### config.mk
export PLATFORM = sky130hd
export DESIGN_NAME = gpio_port
export DESIGN_NICKNAME = d
export VERILOG_FILES = /design/src/gpio_pkg.sv /design/src/pin_level_if.sv /design/src/gpio_port.sv /design/src/pin_sync.sv
export SDC_FILE = /design/constraint.sdc
export NUM_CORES = 1
export LEC_CHECK = 0
export ABC_AREA = 1
export BUFFER_PORTS_ARGS = -buffer_cell sky130_fd_sc_hd__buf_2
export CAP_MARGIN = 20
export CELL_PAD_IN_SITES_DETAIL_PLACEMENT = 0
export CELL_PAD_IN_SITES_GLOBAL_PLACEMENT = 1
export CORE_MARGIN = 4
export CORE_UTILIZATION = 40
export DETAILED_ROUTE_END_ITERATION = 8
export PLACE_DENSITY = 0.79
export SKIP_CTS_REPAIR_TIMING = 1
export SLEW_MARGIN = 30
export SYNTH_ARGS = -nofsm -noshare
export SYNTH_HDL_FRONTEND = slang
export SYNTH_SLANG_ARGS = --single-unit
### constraint.sdc
create_clock -name ref_clk -period 1.2 [get_ports ref_clk]
set_input_delay 0.12 -clock ref_clk [delete_from_list [all_inputs] [get_ports ref_clk]]
set_output_delay 0.12 -clock ref_clk [all_outputs]
set_load 0.005 [all_outputs]
### src/gpio_pkg.sv
// constants shared by the general purpose port and its pin synchroniser
// assumes a single 40 MHz clock domain and a plain-port register access
// Function
// - Pins not routed to a peripheral are driven and sampled by this port.
// - Every pin has its own direction bit, changeable at run time.
// - Separate set and clear writes drive any number of outputs at once.
// - Reads return either the output latch or the live pin levels.
// - After reset every direction bit is clear, so all pins are inputs.
// - Every register accepts byte-wide as well as full-width writes.
// - One write can load the whole output latch at once.
// - A mask register shields chosen bits of the port from set, clear and whole-port writes.
package gpio_pkg;
	localparam int unsigned PORT_W    = 32;
	localparam int unsigned LANES     = PORT_W / 8;
	localparam int unsigned SEL_W     = 3;
	// register selects on the access port
	localparam logic [2:0]  SEL_DIR   = 3'h0;
	localparam logic [2:0]  SEL_MASK  = 3'h1;
	localparam logic [2:0]  SEL_PIN   = 3'h2;
	localparam logic [2:0]  SEL_SET   = 3'h3;
	localparam logic [2:0]  SEL_CLR   = 3'h4;
	// reset values
	localparam logic [31:0] DIR_RST   = 32'h0000_0000;
	localparam logic [31:0] MASK_RST  = 32'h0000_0000;
	localparam logic [31:0] LATCH_RST = 32'h0000_0000;
	localparam logic [31:0] OE_B_RST  = 32'hFFFF_FFFF;
	localparam logic [31:0] ZERO_W    = 32'h0000_0000;

	// widen byte enables to a bit mask
	function automatic logic [31:0] lane_bits(input logic [3:0] be);
		logic [31:0] m;
		m = ZERO_W;
		for (int i = 0; i < LANES; i++) begin
			m[i*8 +: 8] = {8{be[i]}};
		end
		return m;
	endfunction
endpackage

### src/pin_level_if.sv
// carrier for synchronised pin levels between the synchroniser and the port
// assumes both ends sit on ref_clk
`timescale 1ns/1ps
interface pin_level_if;
	logic [31:0] level;
	modport src (output level);
	modport dst (input level);
endinterface : pin_level_if

### src/gpio_port.sv
// general purpose parallel port: direction, latch, set/clear, mask, pin readback
// assumes the pin mux supplies periph_sel and the peripheral's drive per pin
`timescale 1ns/1ps
module gpio_port
	import gpio_pkg::*;
(
	// clock and reset
	input  wire logic        ref_clk,
	input  wire logic        rst_b,
	// register access
	input  wire logic        acc_wr,
	input  wire logic        acc_rd,
	input  wire logic [2:0]  acc_sel,
	input  wire logic [3:0]  acc_be,
	input  wire logic [31:0] acc_wdata,
	output logic      [31:0] rd_data_ff,
	output logic             rd_valid_ff,
	// peripheral side of the pin mux
	input  wire logic [31:0] periph_sel,
	input  wire logic [31:0] periph_out,
	input  wire logic [31:0] periph_oe_b,
	// device pins
	input  wire logic [31:0] pin_in,
	output logic      [31:0] pin_out_ff,
	output logic      [31:0] pin_oe_b_ff
);
	logic [31:0] dir_ff;
	logic [31:0] mask_ff;
	logic [31:0] latch_ff;
	logic [31:0] lanes;
	logic [31:0] wr_bits;
	logic [31:0] nxt_latch;
	logic [31:0] nxt_rd;
	pin_level_if lvl ();

	// byte-lane merge shared by direction, mask and whole-port writes;
	// one copy keeps the three register paths from drifting apart
	function automatic logic [31:0] merge_lanes(input logic [31:0] old_v,
		input logic [31:0] new_v, input logic [31:0] take);
		return (old_v & ~take) | (new_v & take);
	endfunction

	pin_sync u_sync (
		.ref_clk (ref_clk),
		.rst_b   (rst_b),
		.pin_in  (pin_in),
		.lvl     (lvl)
	);

	// written bits: enabled byte lanes, minus masked pins for data registers
	assign lanes   = lane_bits(acc_be);
	assign wr_bits = lanes & ~mask_ff;

	// direction register, one bit per pin, cleared by reset
	always_ff @(posedge ref_clk or negedge rst_b) begin
		if (!rst_b) begin
			dir_ff <= DIR_RST;
		end else if (acc_wr && acc_sel == SEL_DIR) begin
			dir_ff <= merge_lanes(dir_ff, acc_wdata, lanes);
		end
	end

	// mask register, byte writable
	always_ff @(posedge ref_clk or negedge rst_b) begin
		if (!rst_b) begin
			mask_ff <= MASK_RST;
		end else if (acc_wr && acc_sel == SEL_MASK) begin
			mask_ff <= merge_lanes(mask_ff, acc_wdata, lanes);
		end
	end

	// output latch update; zero data bits leave set/clear pins alone
	always_comb begin
		nxt_latch = latch_ff;
		if (acc_wr) begin
			unique case (acc_sel)
				SEL_SET: nxt_latch = latch_ff | (acc_wdata & wr_bits);
				SEL_CLR: nxt_latch = latch_ff & ~(acc_wdata & wr_bits);
				SEL_PIN: nxt_latch = merge_lanes(latch_ff, acc_wdata, wr_bits);
				default: nxt_latch = latch_ff;  // other selects never touch the latch
			endcase
		end
	end

	always_ff @(posedge ref_clk or negedge rst_b) begin
		if (!rst_b) begin
			latch_ff <= LATCH_RST;
		end else begin
			latch_ff <= nxt_latch;
		end
	end

	// read mux; masked pins read zero on pin and latch reads, clear reads zero
	always_comb begin
		nxt_rd = ZERO_W;
		unique case (acc_sel)
			SEL_DIR:  nxt_rd = dir_ff;
			SEL_MASK: nxt_rd = mask_ff;
			SEL_PIN:  nxt_rd = lvl.level & ~mask_ff;
			SEL_SET:  nxt_rd = latch_ff & ~mask_ff;
			default:  nxt_rd = ZERO_W;                  // clear and unused selects
		endcase
	end

	// read data is registered, so it arrives one cycle after the strobe
	always_ff @(posedge ref_clk or negedge rst_b) begin
		if (!rst_b) begin
			rd_data_ff  <= ZERO_W;
			rd_valid_ff <= 1'b0;
		end else begin
			rd_data_ff  <= acc_rd ? nxt_rd : ZERO_W;
			rd_valid_ff <= acc_rd;
		end
	end

	// pin drive: peripheral wins on its pins; costs one cycle of latency
	always_ff @(posedge ref_clk or negedge rst_b) begin
		if (!rst_b) begin
			pin_out_ff  <= LATCH_RST;
			pin_oe_b_ff <= OE_B_RST;
		end else begin
			pin_out_ff  <= (periph_sel & periph_out) | (~periph_sel & latch_ff);
			pin_oe_b_ff <= (periph_sel & periph_oe_b) | (~periph_sel & ~dir_ff);
		end
	end

	chk_reset_inputs: assert property (
		@(posedge ref_clk) $rose(rst_b) |-> (dir_ff == DIR_RST && pin_oe_b_ff == OE_B_RST))
		else $error("pins not inputs after reset");

	chk_set_bits: assert property (
		@(posedge ref_clk) disable iff (!rst_b)
		(acc_wr && acc_sel == SEL_SET) |=>
		latch_ff == ($past(latch_ff) | ($past(acc_wdata) & $past(wr_bits))))
		else $error("set write wrong");

	chk_clr_bits: assert property (
		@(posedge ref_clk) disable iff (!rst_b)
		(acc_wr && acc_sel == SEL_CLR) |=>
		latch_ff == ($past(latch_ff) & ~($past(acc_wdata) & $past(wr_bits))))
		else $error("clear write wrong");

	chk_whole_write: assert property (
		@(posedge ref_clk) disable iff (!rst_b)
		(acc_wr && acc_sel == SEL_PIN && acc_be == 4'hF && mask_ff == ZERO_W) |=>
		latch_ff == $past(acc_wdata))
		else $error("whole port write not loaded");

	chk_no_lane: assert property (
		@(posedge ref_clk) disable iff (!rst_b)
		(acc_wr && acc_be == 4'h0) |=> ($stable(latch_ff) && $stable(dir_ff) && $stable(mask_ff)))
		else $error("write with no lanes changed state");

	chk_mask_hold: assert property (
		@(posedge ref_clk) disable iff (!rst_b)
		acc_wr |=> ((latch_ff ^ $past(latch_ff)) & $past(mask_ff)) == ZERO_W)
		else $error("masked pin changed");

	chk_pin_drive: assert property (
		@(posedge ref_clk) disable iff (!rst_b)
		rst_b |=> pin_oe_b_ff == (($past(periph_sel) & $past(periph_oe_b))
			| (~$past(periph_sel) & ~$past(dir_ff))))
		else $error("pin enable wrong");

	chk_read_pin: assert property (
		@(posedge ref_clk) disable iff (!rst_b)
		(acc_rd && acc_sel == SEL_PIN) |=>
		(rd_valid_ff && rd_data_ff == ($past(lvl.level) & ~$past(mask_ff))))
		else $error("pin read wrong");

	chk_read_latch: assert property (
		@(posedge ref_clk) disable iff (!rst_b)
		(acc_rd && acc_sel == SEL_SET) |=>
		rd_data_ff == ($past(latch_ff) & ~$past(mask_ff)))
		else $error("latch read wrong");

	// the checks below cover what the bench only sees at read time;
	// antecedents sampled on the release edge still see reset low,
	// so outputs loaded under reset are never held to the run rules
	chk_idle_read: assert property (
		@(posedge ref_clk) disable iff (!rst_b)
		(rst_b && !acc_rd) |=> (!rd_valid_ff && rd_data_ff == ZERO_W))
		else $error("read data not quiet between reads");

	chk_clr_read: assert property (
		@(posedge ref_clk) disable iff (!rst_b)
		(acc_rd && acc_sel == SEL_CLR) |=> (rd_valid_ff && rd_data_ff == ZERO_W))
		else $error("clear register read not zero");

	chk_masked_read: assert property (
		@(posedge ref_clk) disable iff (!rst_b)
		(acc_rd && (acc_sel == SEL_PIN || acc_sel == SEL_SET)) |=>
		(rd_data_ff & $past(mask_ff)) == ZERO_W)
		else $error("masked pin read not zero");

	chk_set_rises: assert property (
		@(posedge ref_clk) disable iff (!rst_b)
		(acc_wr && acc_sel == SEL_SET) |=>
		($past(latch_ff) & ~latch_ff) == ZERO_W)
		else $error("set write cleared a pin");

	chk_dir_write: assert property (
		@(posedge ref_clk) disable iff (!rst_b)
		(acc_wr && acc_sel == SEL_DIR && acc_be == 4'hF) |=>
		dir_ff == $past(acc_wdata))
		else $error("direction write not loaded");

	// a write elsewhere must never move a pin between input and output
	chk_dir_hold: assert property (
		@(posedge ref_clk) disable iff (!rst_b)
		(rst_b && !(acc_wr && acc_sel == SEL_DIR)) |=> $stable(dir_ff))
		else $error("direction changed without a write");

	chk_dir_lanes: assert property (
		@(posedge ref_clk) disable iff (!rst_b)
		(acc_wr && acc_sel == SEL_DIR) |=>
		((dir_ff ^ $past(dir_ff)) & ~$past(lanes)) == ZERO_W)
		else $error("direction byte outside enabled lanes changed");

	chk_latch_quiet: assert property (
		@(posedge ref_clk) disable iff (!rst_b)
		(rst_b && !acc_wr) |=> $stable(latch_ff))
		else $error("output latch changed without a write");

	chk_periph_out: assert property (
		@(posedge ref_clk) disable iff (!rst_b)
		rst_b |=> pin_out_ff == (($past(periph_sel) & $past(periph_out))
			| (~$past(periph_sel) & $past(latch_ff))))
		else $error("pin output value wrong");
endmodule // gpio_port

### src/pin_sync.sv
// two-flop synchroniser for the asynchronous pin inputs
// assumes pins may change at any time relative to ref_clk
`timescale 1ns/1ps
module pin_sync
	import gpio_pkg::*;
(
	// clock and reset
	input  wire logic        ref_clk,
	input  wire logic        rst_b,
	// raw pins
	input  wire logic [31:0] pin_in,
	// synchronised levels
	pin_level_if.src         lvl
);
	logic [31:0] meta_ff;
	logic [31:0] sync_ff;

	// first stage feeds only the second stage, to keep metastability contained
	always_ff @(posedge ref_clk or negedge rst_b) begin
		if (!rst_b) begin
			meta_ff <= ZERO_W;
			sync_ff <= ZERO_W;
		end else begin
			meta_ff <= pin_in;
			sync_ff <= meta_ff;
		end
	end

	assign lvl.level = sync_ff;
endmodule // pin_sync

**After elaboration in Yosys (flattened, before gate mapping)**

Index checks and enable logic that the tools add are counted.

- Bitwise gates (word level): 25
- Reductions and logical operators: 5
- Eq/ne operators: 4
- Muxes and demuxes: 3

Operators by type and width:

| cell | count |
|---|---|
| $and 32x32->32 | 13 |
| $not 32->32 | 6 |
| $or 32x32->32 | 6 |
| $pmux 32 s4 | 1 |
| $pmux 32 s3 | 1 |
| $mux 32 | 1 |
| $eq 3x2->1 const B | 2 |
| $eq 3x1->1 const B | 1 |
| $eq 3x3->1 const B | 1 |
| $logic_not 3->1 | 1 |
| $reduce_bool 3->1 | 1 |
| $logic_and 1x1->1 | 2 |
| $reduce_and 2->1 | 1 |

- Bits of input ports: 171
- Flip-flop bits (word level): 257

**Logic depth before layout (Yosys ltp)**

Gate-level depths: netlist of run 1.

- Depth after elaboration: 6
- Gate-level depth with buffers: 9

**Modules after synthesis**

From an unflattened synthesis of run 1, not the netlist that was laid out.

- Cell total of the unflattened synthesis: 1302
- Area, all modules: 11119.4 sq um

Modules (own cells, without submodules):

| module | area each (sq um) | cells an instance | times used |
|---|---|---|---|
| gpio_port | 9517.9 | 1238 | 1 |
| pin_sync | 1601.5 | 64 | 1 |

**Worst setup path before layout of run 1**

OpenSTA, ideal clock, no wires.

- Kind: in2reg
- Start point: in acc_sel[0]
- End point: reg latch_ff[10]
- Library setup time: 0.117 ns
- Setup slack: 0.019 ns
- Cell stages on the path: 8
- Path buffers: 2
- Arrival: 1.064 ns
- Path through: buf_4 > nor2_4 > nand2_2 > a21oi_2 > inv_2 > buf_2 > nand2_1 > nand2_1

- Word-level cells in the longest chain between the ends: 3
- Elaborated cells on any way between the ends: 6

RTL lines:

| element | RTL line | text |
|---|---|---|
| start, declared | gpio_port.sv:13 | `input wire logic [2:0] acc_sel,` |
| $eq 3x2->1 or $eq 3x3->1 (tied branches) | gpio_port.sv:76 | `unique case (acc_sel)` |
| $reduce_bool 3->1 (no source line) | n/a |  |
| $reduce_and 2->1 (no source line) | n/a |  |
| end signal, assigned | gpio_port.sv:89 | `latch_ff <= nxt_latch;` |
| end, declared | gpio_port.sv:29 | `logic [31:0] latch_ff;` |

Parallel ways exist; a longest one is shown, timed or not.
A chain may end at the register's enable or synchronous reset.

**Worst setup path in the final report of run 1**

- Start point: reg pin_oe_b_ff[15]
- End point: out pin_oe_b_ff[15]

RTL lines:

| element | RTL line | text |
|---|---|---|
| start, declared | gpio_port.sv:25 | `output logic [31:0] pin_oe_b_ff` |
| start signal, assigned | gpio_port.sv:123 | `pin_oe_b_ff <= (periph_sel & periph_oe_b) \| (~periph_sel & ~dir_ff);` |

No word-level cell between the ends.

==> flow_metrics.py, run 1 <==
metrics = {
    "yosys": {
        "synth_area_um2": 11100,
        "synth_area_leaders": "dfrtp_1, nand2_1, dfstp_2, nand3_1, inv_1",
        "netlist.top_cell.by_area": "dfrtp_1",
        "synth_cell_types": 20,
        "ys_ff_latch": 257,
        "synth_nets": 1473,
        "synthCells": 1302,
        "netlist.area_leader.share_pct": 50.6,
        "syn_avg_cell_area_um2": 8.54,
        "ys_seq_area_share_pct": 58.2,
        "yosysWarningCount": 0,
    },
    "pwr": {
        "p_per_area_nw_per_um2": 1510,
        "peakVddDrop_uv": 963,
        "power_leakage_nw": 8.42,
    },
    "clock_network": {
        "clock_latency_ns": 0.53,
        "cts_sinks": 257,
        "cts_buffer_depth": 3,
        "ctsHtreeMaxLevel": 1,
        "clk_pin_slew_ns": 0.06,
        "cts_root_buf": "clkbuf_16",
        "cts_tree": "yes",
        "numCtsBuffers": 28,
    },
    "floorplanning": {
        "core_um2": 27200,
        "die_x_um": 175,
        "num_io_pins": 268,
        "die_height_um": 175,
        "row_count": 60,
        "dieArea_um2": 30500,
        "start_util_pct": 40.9,
    },
    "global_route": {
        "track_usage_pct": 21.0,
        "grt_pass1_wl_um": 52000,
        "grt_pass1_vias": 9547,
        "grt_overflow_total": 0,
        "grt_max_degree": 65,
        "antenna_found_initial": 1,
    },
    "critical_path": {
        "path_delay_family": "flip-flops",
        "reg2reg_depth": 6,
        "r2r-end": "latch_ff[17]",
        "worst_setup_path_end_kind": "primary output",
        "crit_start": "pin_oe_b_ff[15]",
        "critPathMaxFanout": 1,
        "slowest_delay_ns": 0.53,
        "critPathSlowestCell": "dfstp_2",
        "worstPathRequired_ns": 1.08,
        "cp_cell_sequence": "buf_2",
        "regToRegSetupSlack_ns": 0.18,
        "crit_arrival_ns": 1.17,
        "path_buf_inv": 1,
        "path_class": "flip-flop to primary output",
        "crit_path_start_kind": "flip-flop",
    },
    "outcome": {
        "failed_checks": "setup timing",
        "status": "finished, violations left",
    },
    "worst_hold_path": {
        "worstHoldPathType": "primary input to asynchronous set/reset pin",
    },
    "routing": {
        "firstDrtPassIters": 5,
        "drc_errors": 0,
        "routedWlPerCell_um": 16.5,
        "drt_iter0_drc": 651,
        "wl_um": 35400,
        "vias": 10269,
        "ant_nets": 0,
        "viasPerCell": 4.78,
    },
    "sta": {
        "rsz0062_at_grt": "yes",
        "period_share_pct": 108,
        "relSlewSlack_pct": 68.2,
        "drv_slew": 0,
        "worst_pin_slew_ns": 0.476,
        "hold_viol": 0,
        "setup_violations": 32,
        "finalCriticalPeriod_ns": 1.29,
        "finClkSkew_ns": 0.00672,
        "fin_ws_ns": -0.0924,
        "fmax_mhz": 774,
    },
    "placement": {
        "dp_worst_setup_slack_ns": -0.0937,
        "hpwl_um": 22500,
        "portBuffers": 267,
        "gp_congestion": 0.818,
        "place_area_um2": 13300,
    },
    "run": {
        "maxCapViolations": 0,
    },
    "final_layout": {
        "layout-drive-gt1-share_pct": 25.2,
        "fin_area_um2": 15900,
        "final_nets": 1923,
        "area_delta_synth_final_pct": 43.0,
    },
}
-- power breakdown --
group | switching [mW] | total (mW) | internal, mW
sequential | 1.03 | 11.0 | 9.98
clock | 3.45 | 8.77 | 5.32
combinational | 2.18 | 4.21 | 2.03
total | 6.65 | 24.0 | 17.3
-- cell usage in the layout (no fill, tap or decap), types with 3 or more instances in the layout --
cell             n
nor2_1         128
nand2_1        385
inv_2            5
buf_6            8
clkbuf_8         8
nand2_2         10
o21ai_1         38
dfstp_2         32
buf_12          17
buf_4           31
nor2_4           3
o21ai_0         58
clkinv_2         8
nand3_1        129
a21oi_1         32
dfrtp_1        225
inv_1          134
clkbuf_1         4
clkbuf_16       29
dlygate4sd3_1  162
nand4_1         32
mux2_2          32
buf_2          258
-- logic make-up (layout without fill, tap and decap cells) --
kind of cell,count (synthesis),count (layout),share of synthesized area (%)
flip-flops,257,257,58.2
buffers and inverters,196,668,6.93
AO/OA/AOI/OAI,129,129,5.84
AND/OR/NAND/NOR,688,688,25.8
other,0,1,0
multiplexers,32,32,3.24
-- worst max path at each step --
stage / end / cells after the start
floorplan: latch_ff[10] / 8
global placement: rd_data_ff[4] / 8
detailed placement: rd_data_ff[4] / 8
CTS: pin_oe_b_ff[31] / 1
global route: pin_oe_b_ff[22] / 1
finish: pin_oe_b_ff[15] / 1
-- metal layers --
layer,GRT usage (%),part of all wire [%]
met1,29.5,44
met2,34.2,49
met3,3.72,5.5
met4,5.30,2.1
met5,0,0
-- synth_stat cells (all sizes together) --
cell,instances
a21oi,33
buf,34
clkbuf,23
dfrtp,225
dfstp,32
inv,139
mux2,32
nand2,395
nand3,129
nand4,32
nor2,132
o21ai,96
-- through the flow --
stage | TNS (ns) | hold WS (ns) | instances | power, mW | utilization (%)
finish | -2.11 | 0.0229 | 2147 | 24.0 | 58.5
global route | -3.44 | 0.0383 | 2147 | 25.3 | 58.5
CTS | -3.01 | -0.596 | 1984 | 23.7 | 52.4
detailed placement | -6.30 | -0.0221 | 1932 | 14.9 | 48.8
global placement | -3.22 | -0.0222 | 1932 | 14.8 | 48.8
floorplan | 0 | -0.176 | 1302 | 12.9 | -
-- layout make-up --
| cell class | count | area (um2) |
|---|---|---|
| clock inverter | 11 | 108 |
| antenna | 1 | 2.50 |
| inverter | 139 | 522 |
| multi-input combinational | 849 | 3890 |
| clock buffer | 41 | 851 |
| tap | 372 | 465 |
| sequential | 257 | 6470 |
| fill | 2414 | 11300 |
| timing repair buffer | 477 | 3590 |
No activity file was read; power rests on OpenSTA's default activity.
==> run 2: changes to the inputs <==
--- a/config.mk
+++ b/config.mk
@@ -13,6 +13,7 @@
 export CORE_MARGIN = 4
 export CORE_UTILIZATION = 40
 export DETAILED_ROUTE_END_ITERATION = 8
+export HOLD_SLACK_MARGIN = 0.05
 export PLACE_DENSITY = 0.79
 export SKIP_CTS_REPAIR_TIMING = 1
 export SLEW_MARGIN = 30
==> run 2 against run 1 <==
Effect of this change:
- the run still ends with setup timing left
- worst hold slack hardly changed
- flip-flop and latch count stayed put
- global-route usage stayed put
- total power hardly changed
- final area stayed put
- via count hardly changed
- setup slack worse by 0.00070 ns
- sequential power hardly changed
- fmax hardly changed
- critical path depth stayed put
- largest cell class unchanged
- largest power group unchanged
==> flow_metrics.py, run 2 (synthesis results as in run 1) <==
metrics = {
    "final_layout": {
        "fin_area_um2": 15900,
        "final_nets": 1923,
        "multi_input_area_um2": 3890,
        "area_delta_synth_final_pct": 43.0,
        "fill_cells": 2414,
        "layout_common_cells": "nand2_1, buf_2, dfrtp_1",
        "register_area_um2": 6470,
        "layout-drive-gt1-share_pct": 25.2,
        "layout.cells.most_common": "nand2_1",
    },
    "critical_path": {
        "cp_cell_sequence": "buf_2",
        "critPathMaxFanout": 1,
        "r2r-end": "latch_ff[17]",
        "path_class": "flip-flop to primary output",
        "critPathSlowestCell": "dfstp_2",
        "path_delay_family": "flip-flops",
        "slowest_delay_ns": 0.53,
        "crit_path_start_kind": "flip-flop",
        "regToRegSetupSlack_ns": 0.19,
        "crit_arrival_ns": 1.17,
        "reg2reg_depth": 6,
        "worstPathRequired_ns": 1.08,
        "worst_setup_path_end_kind": "primary output",
        "path_buf_inv": 1,
    },
    "routing": {
        "drt_iter0_drc": 637,
        "viasPerCell": 4.78,
        "firstDrtPassIters": 5,
        "ant_nets": 0,
        "wl_um": 35400,
        "vias": 10268,
        "routedWlPerCell_um": 16.5,
        "drc_errors": 0,
    },
    "placement": {
        "gp_congestion": 0.818,
        "place_area_um2": 13300,
        "portBuffers": 267,
        "hpwl_um": 22500,
        "dp_worst_setup_slack_ns": -0.0937,
    },
    "global_route": {
        "track_usage_pct": 21.0,
        "grt_overflow_total": 0,
        "antenna_found_initial": 1,
        "grt_pass1_wl_um": 52000,
        "grt_max_degree": 65,
        "grt_pass1_vias": 9547,
    },
    "sta": {
        "holdWs_ns": 0.0228,
        "rsz0062_at_grt": "yes",
        "finClkSkew_ns": 0.00759,
        "worst_pin_slew_ns": 0.488,
        "tns_ns": -2.12,
        "relSlewSlack_pct": 67.4,
        "period_share_pct": 108,
        "fin_ws_ns": -0.0931,
        "fmax_mhz": 773,
        "drv_slew": 0,
        "setup_violations": 32,
        "hold_viol": 0,
        "finalCriticalPeriod_ns": 1.29,
    },
    "clock_network": {
        "numCtsBuffers": 28,
        "clk_pin_slew_ns": 0.06,
        "cts_sinks": 257,
        "clock_latency_ns": 0.54,
        "cts_root_buf": "clkbuf_16",
        "cts_tree": "yes",
        "ctsHtreeMaxLevel": 1,
        "cts_buffer_depth": 3,
    },
    "floorplanning": {
        "die_x_um": 175,
        "core_um2": 27200,
        "row_count": 60,
        "dieArea_um2": 30500,
        "num_io_pins": 268,
        "die_height_um": 175,
        "start_util_pct": 40.9,
    },
    "pwr": {
        "p_comb_share_pct": 17.5,
        "swShare_pct": 27.7,
        "peakVddDrop_uv": 962,
        "p_per_area_nw_per_um2": 1510,
        "power_mw": 24.0,
        "intPower_mw": 17.3,
        "seq_power_share_pct": 45.9,
        "clockPowerShare_pct": 36.6,
        "switchingPower_mw": 6.65,
        "power_leakage_nw": 8.42,
    },
    "worst_hold_path": {
        "worstHoldPathType": "primary input to asynchronous set/reset pin",
    },
    "outcome": {
        "status": "finished, violations left",
        "failed_checks": "setup timing",
    },
    "run": {
        "maxCapViolations": 0,
    },
}
-- run 2: worst max path at each step --
| stage | startpoint | end | slack [ns] | cells past startpoint |
|---|---|---|---|---|
| floorplan | acc_sel[0] | latch_ff[10] | 0.02 | 8 |
| global placement | acc_sel[1] | rd_data_ff[4] | -0.09 | 8 |
| detailed placement | acc_sel[1] | rd_data_ff[4] | -0.09 | 8 |
| CTS | pin_oe_b_ff[31] | pin_oe_b_ff[31] | -0.12 | 1 |
| finish | pin_oe_b_ff[15] | pin_oe_b_ff[15] | -0.09 | 1 |
| global route | pin_oe_b_ff[22] | pin_oe_b_ff[22] | -0.13 | 1 |
-- run 2: metal layers --
metal / GRT usage [%] / wire (um) / vias up
li1: - / - / 5025
met1: 29.5 / 15600 / 4859
met2: 34.2 / 17200 / 330
met3: 3.72 / 1860 / 54
met4: 5.30 / 743 / 0
met5: 0 / 0 / -
-- run 2: cell type report --
type	count	share of cell area (%)
well taps	372	2.93
flip-flops and latches	257	40.7
diodes	1	0.0157
multi-input cells	849	24.5
clock buffers	41	5.35
inverters	139	3.28
clock inverters	11	0.677
repair buffers	477	22.6
-- run 2: power groups by stage --
stage	Sequential, mW	Clock (mW)	Combinational (mW)
floorplan	10.8	0	2.12
CTS	11.0	8.98	3.75
global placement	11.1	0	3.65
global route	11.2	9.34	4.81
finish	11.0	8.76	4.20
detailed placement	11.1	0	3.73
-- run 2: per-stage QoR --
step	utilization, %	instances
finish	58.5	2147
global route	58.5	2147
CTS	52.4	1984
detailed placement	48.8	1932
global placement	48.8	1932
floorplan	-	1302
==> run 3: changes to the inputs <==
--- a/config.mk
+++ b/config.mk
@@ -5,16 +5,17 @@
 export SDC_FILE = /design/constraint.sdc
 export NUM_CORES = 1
 export LEC_CHECK = 0
-export ABC_AREA = 1
+export ABC_AREA = 0
 export BUFFER_PORTS_ARGS = -buffer_cell sky130_fd_sc_hd__buf_2
 export CAP_MARGIN = 20
 export CELL_PAD_IN_SITES_DETAIL_PLACEMENT = 0
 export CELL_PAD_IN_SITES_GLOBAL_PLACEMENT = 1
 export CORE_MARGIN = 4
-export CORE_UTILIZATION = 40
+export CORE_UTILIZATION = 43
+export CTS_BUF_LIST = sky130_fd_sc_hd__clkbuf_4 sky130_fd_sc_hd__clkbuf_8
 export DETAILED_ROUTE_END_ITERATION = 8
 export HOLD_SLACK_MARGIN = 0.05
-export PLACE_DENSITY = 0.79
+export PLACE_DENSITY = 0.8
 export SKIP_CTS_REPAIR_TIMING = 1
 export SLEW_MARGIN = 30
 export SYNTH_ARGS = -nofsm -noshare
==> run 3 against run 2 <==
Effect of this change:
- the run still ends with setup timing left
- combinational power decreased by 18%
- non-clock buffer count increased by 3
- utilization increased by 5.8 points
- cell count decreased by 23%
- global-route usage decreased by 1.3 points
==> flow_metrics.py, run 3 <==
metrics = {
    "outcome": {
        "status": "finished, violations left",
        "failed_checks": "setup timing",
    },
    "critical_path": {
        "critPathSlowestCell": "dfstp_2",
        "crit_start": "pin_oe_b_ff[13]",
        "crit_path_start_kind": "flip-flop",
        "crit_arrival_ns": 1.17,
        "worst_setup_path_end_kind": "primary output",
        "cp_cell_sequence": "buf_6",
        "slowest_delay_ns": 0.54,
        "worstPathRequired_ns": 1.08,
        "path_buf_inv": 1,
        "reg2reg_depth": 2,
        "path_delay_family": "flip-flops",
        "path_class": "flip-flop to primary output",
        "cp.depth": 1,
        "critPathMaxFanout": 1,
    },
    "global_route": {
        "track_usage_pct": 19.7,
        "grt_overflow_total": 0,
        "grt_pass1_vias": 7773,
        "grt_pass1_wl_um": 41300,
        "grt_max_degree": 41,
        "antenna_found_initial": 3,
    },
    "clock_network": {
        "clock_latency_ns": 0.54,
        "clk_pin_slew_ns": 0.06,
        "cts_tree": "yes",
        "cts_buffer_depth": 3,
        "numCtsBuffers": 43,
        "ctsHtreeMaxLevel": 2,
        "cts_sinks": 257,
        "cts_root_buf": "clkbuf_8",
    },
    "worst_hold_path": {
        "worstHoldPathType": "primary input to asynchronous set/reset pin",
    },
    "routing": {
        "viasPerCell": 5.04,
        "drc_errors": 0,
        "firstDrtPassIters": 9,
        "routedWlPerCell_um": 17.6,
        "vias": 8324,
        "drt_iter0_drc": 528,
        "wl_um": 29200,
        "ant_nets": 0,
    },
    "yosys": {
        "yosysMostFrequentCell": "dfrtp_1",
        "syn_avg_cell_area_um2": 12.7,
        "ys_seq_area_share_pct": 63.4,
        "synthCells": 806,
        "yosysWarningCount": 0,
        "ys_ff_latch": 257,
        "netlist.area_leader.share_pct": 55.2,
        "synth_area_leaders": "dfrtp_1, mux2_2, dfstp_2, nor2b_1, o21ai_0",
        "synthMuxAreaShare_pct": 10.5,
        "synth_edf_count": 0,
        "synth_area_um2": 10200,
        "synth_nets": 977,
        "synthTopCellsByCount": "dfrtp_1, mux2_2, nor2b_1",
        "synth_xor_area_share_pct": 0,
        "synth_compound_area_share_pct": 12.3,
        "synth-simple-area-share_pct": 10.9,
        "netlist.top_cell.by_area": "dfrtp_1",
        "synth_flop_cell": "dfrtp_1",
        "synthArstFlopShare_pct": 100,
        "synth_fa_ha_area_share_pct": 0,
        "synth_top_family_by_area": "compound AO/OA/AOI/OAI gates",
        "synth_cell_types": 35,
    },
    "pwr": {
        "peakVddDrop_uv": 855,
        "p_per_area_nw_per_um2": 1480,
        "power_leakage_nw": 7.03,
    },
    "run": {
        "maxCapViolations": 0,
    },
    "floorplanning": {
        "row_count": 56,
        "die_height_um": 162,
        "start_util_pct": 43.6,
        "num_io_pins": 268,
        "die_x_um": 162,
        "dieArea_um2": 26300,
        "core_um2": 23400,
    },
    "sta": {
        "fmax_mhz": 776,
        "relSlewSlack_pct": 73.4,
        "worst_pin_slew_ns": 0.399,
        "holdWs_ns": 0.0889,
        "period_share_pct": 107,
        "drv_slew": 0,
        "rsz0062_at_grt": "yes",
        "hold_viol": 0,
        "setup_violations": 33,
        "finClkSkew_ns": 0.0146,
        "finalCriticalPeriod_ns": 1.29,
        "fin_ws_ns": -0.0890,
    },
    "final_layout": {
        "area_delta_synth_final_pct": 47.4,
        "antennaDiodeCount": 0,
        "fin_area_um2": 15000,
        "layout_common_cells": "buf_2, dfrtp_1, dlygate4sd3_1",
        "fin_util_pct": 64.3,
        "final_nets": 1470,
        "layout.cells.non_filler": 1653,
        "layout.cells.most_common": "buf_2",
        "layout-drive-gt1-share_pct": 39.6,
    },
    "placement": {
        "portBuffers": 267,
        "dp.cells": 1408,
        "gp_congestion": 0.781,
        "hpwl_um": 18300,
        "place_area_um2": 12300,
    },
}
run 3: cell types whose count changed after synthesis, moves of 23 or more:
cell / before / now
nor2b_1: 0 / 73
nor2_1: 128 / 1
nand2_1: 386 / 67
nand3_1: 129 / 1
nand3b_1: 0 / 25
a222oi_1: 0 / 31
nand4_1: 32 / 0
a22oi_1: 0 / 23
inv_1: 134 / 32
mux2_2: 32 / 82
run 3: layout make-up:
cell class,instances,area (um2)
clock inverter,7,70.1
tap,319,399
fill,1834,8360
timing repair buffer,480,3600
sequential,257,6470
inverter,32,120
clock buffer,73,867
multi-input combinational,485,3520
run 3: where the power goes:
part           total (mW)  internal (mW)  leakage [nW]  switching [mW]
clock                8.25           4.77         0.490            3.48
sequential           10.5           9.78          2.97           0.750
combinational        3.45           2.07          3.57            1.38
run 3: layer usage:
metal / global-route usage [%] / vias to the layer above / wire length, um
met4: 5.42 / 6 / 667
met5: 0 / - / 38
met1: 26.8 / 4042 / 12100
met2: 31.5 / 335 / 14200
li1: - / 3877 / -
met3: 5.40 / 64 / 2150
run 3: cell families after synthesis:
logic type | Yosys count
multiplexers | 96
AND/OR/NAND/NOR | 194
flip-flops | 257
AO/OA/AOI/OAI | 195
buffers and inverters | 64
run 3: worst paths after layout:
check	endpoint	slack [ns]
worst max register to register	pin_oe_b_ff[18]	0
min in group ref_clk	latch_ff[23]	0.09
max in group asynchronous	pin_oe_b_ff[7]	0.49
worst min-delay path	u_sync.meta_ff[11]	0.09
worst min register to register	u_sync.lvl.level[26]	0.35
worst max-delay path	pin_oe_b_ff[13]	-0.09
run 3: metrics by stage:
step / setup TNS [ns] / worst slack (ns) / power [mW]
global route: -3.97 / -0.135 / 23.4
CTS: -3.33 / -0.128 / 21.9
finish: -2.03 / -0.0890 / 22.2
global placement: -19.85 / -0.282 / 13.4
floorplan: -2.55 / -0.0753 / 12.1
detailed placement: -22.33 / -0.344 / 13.5
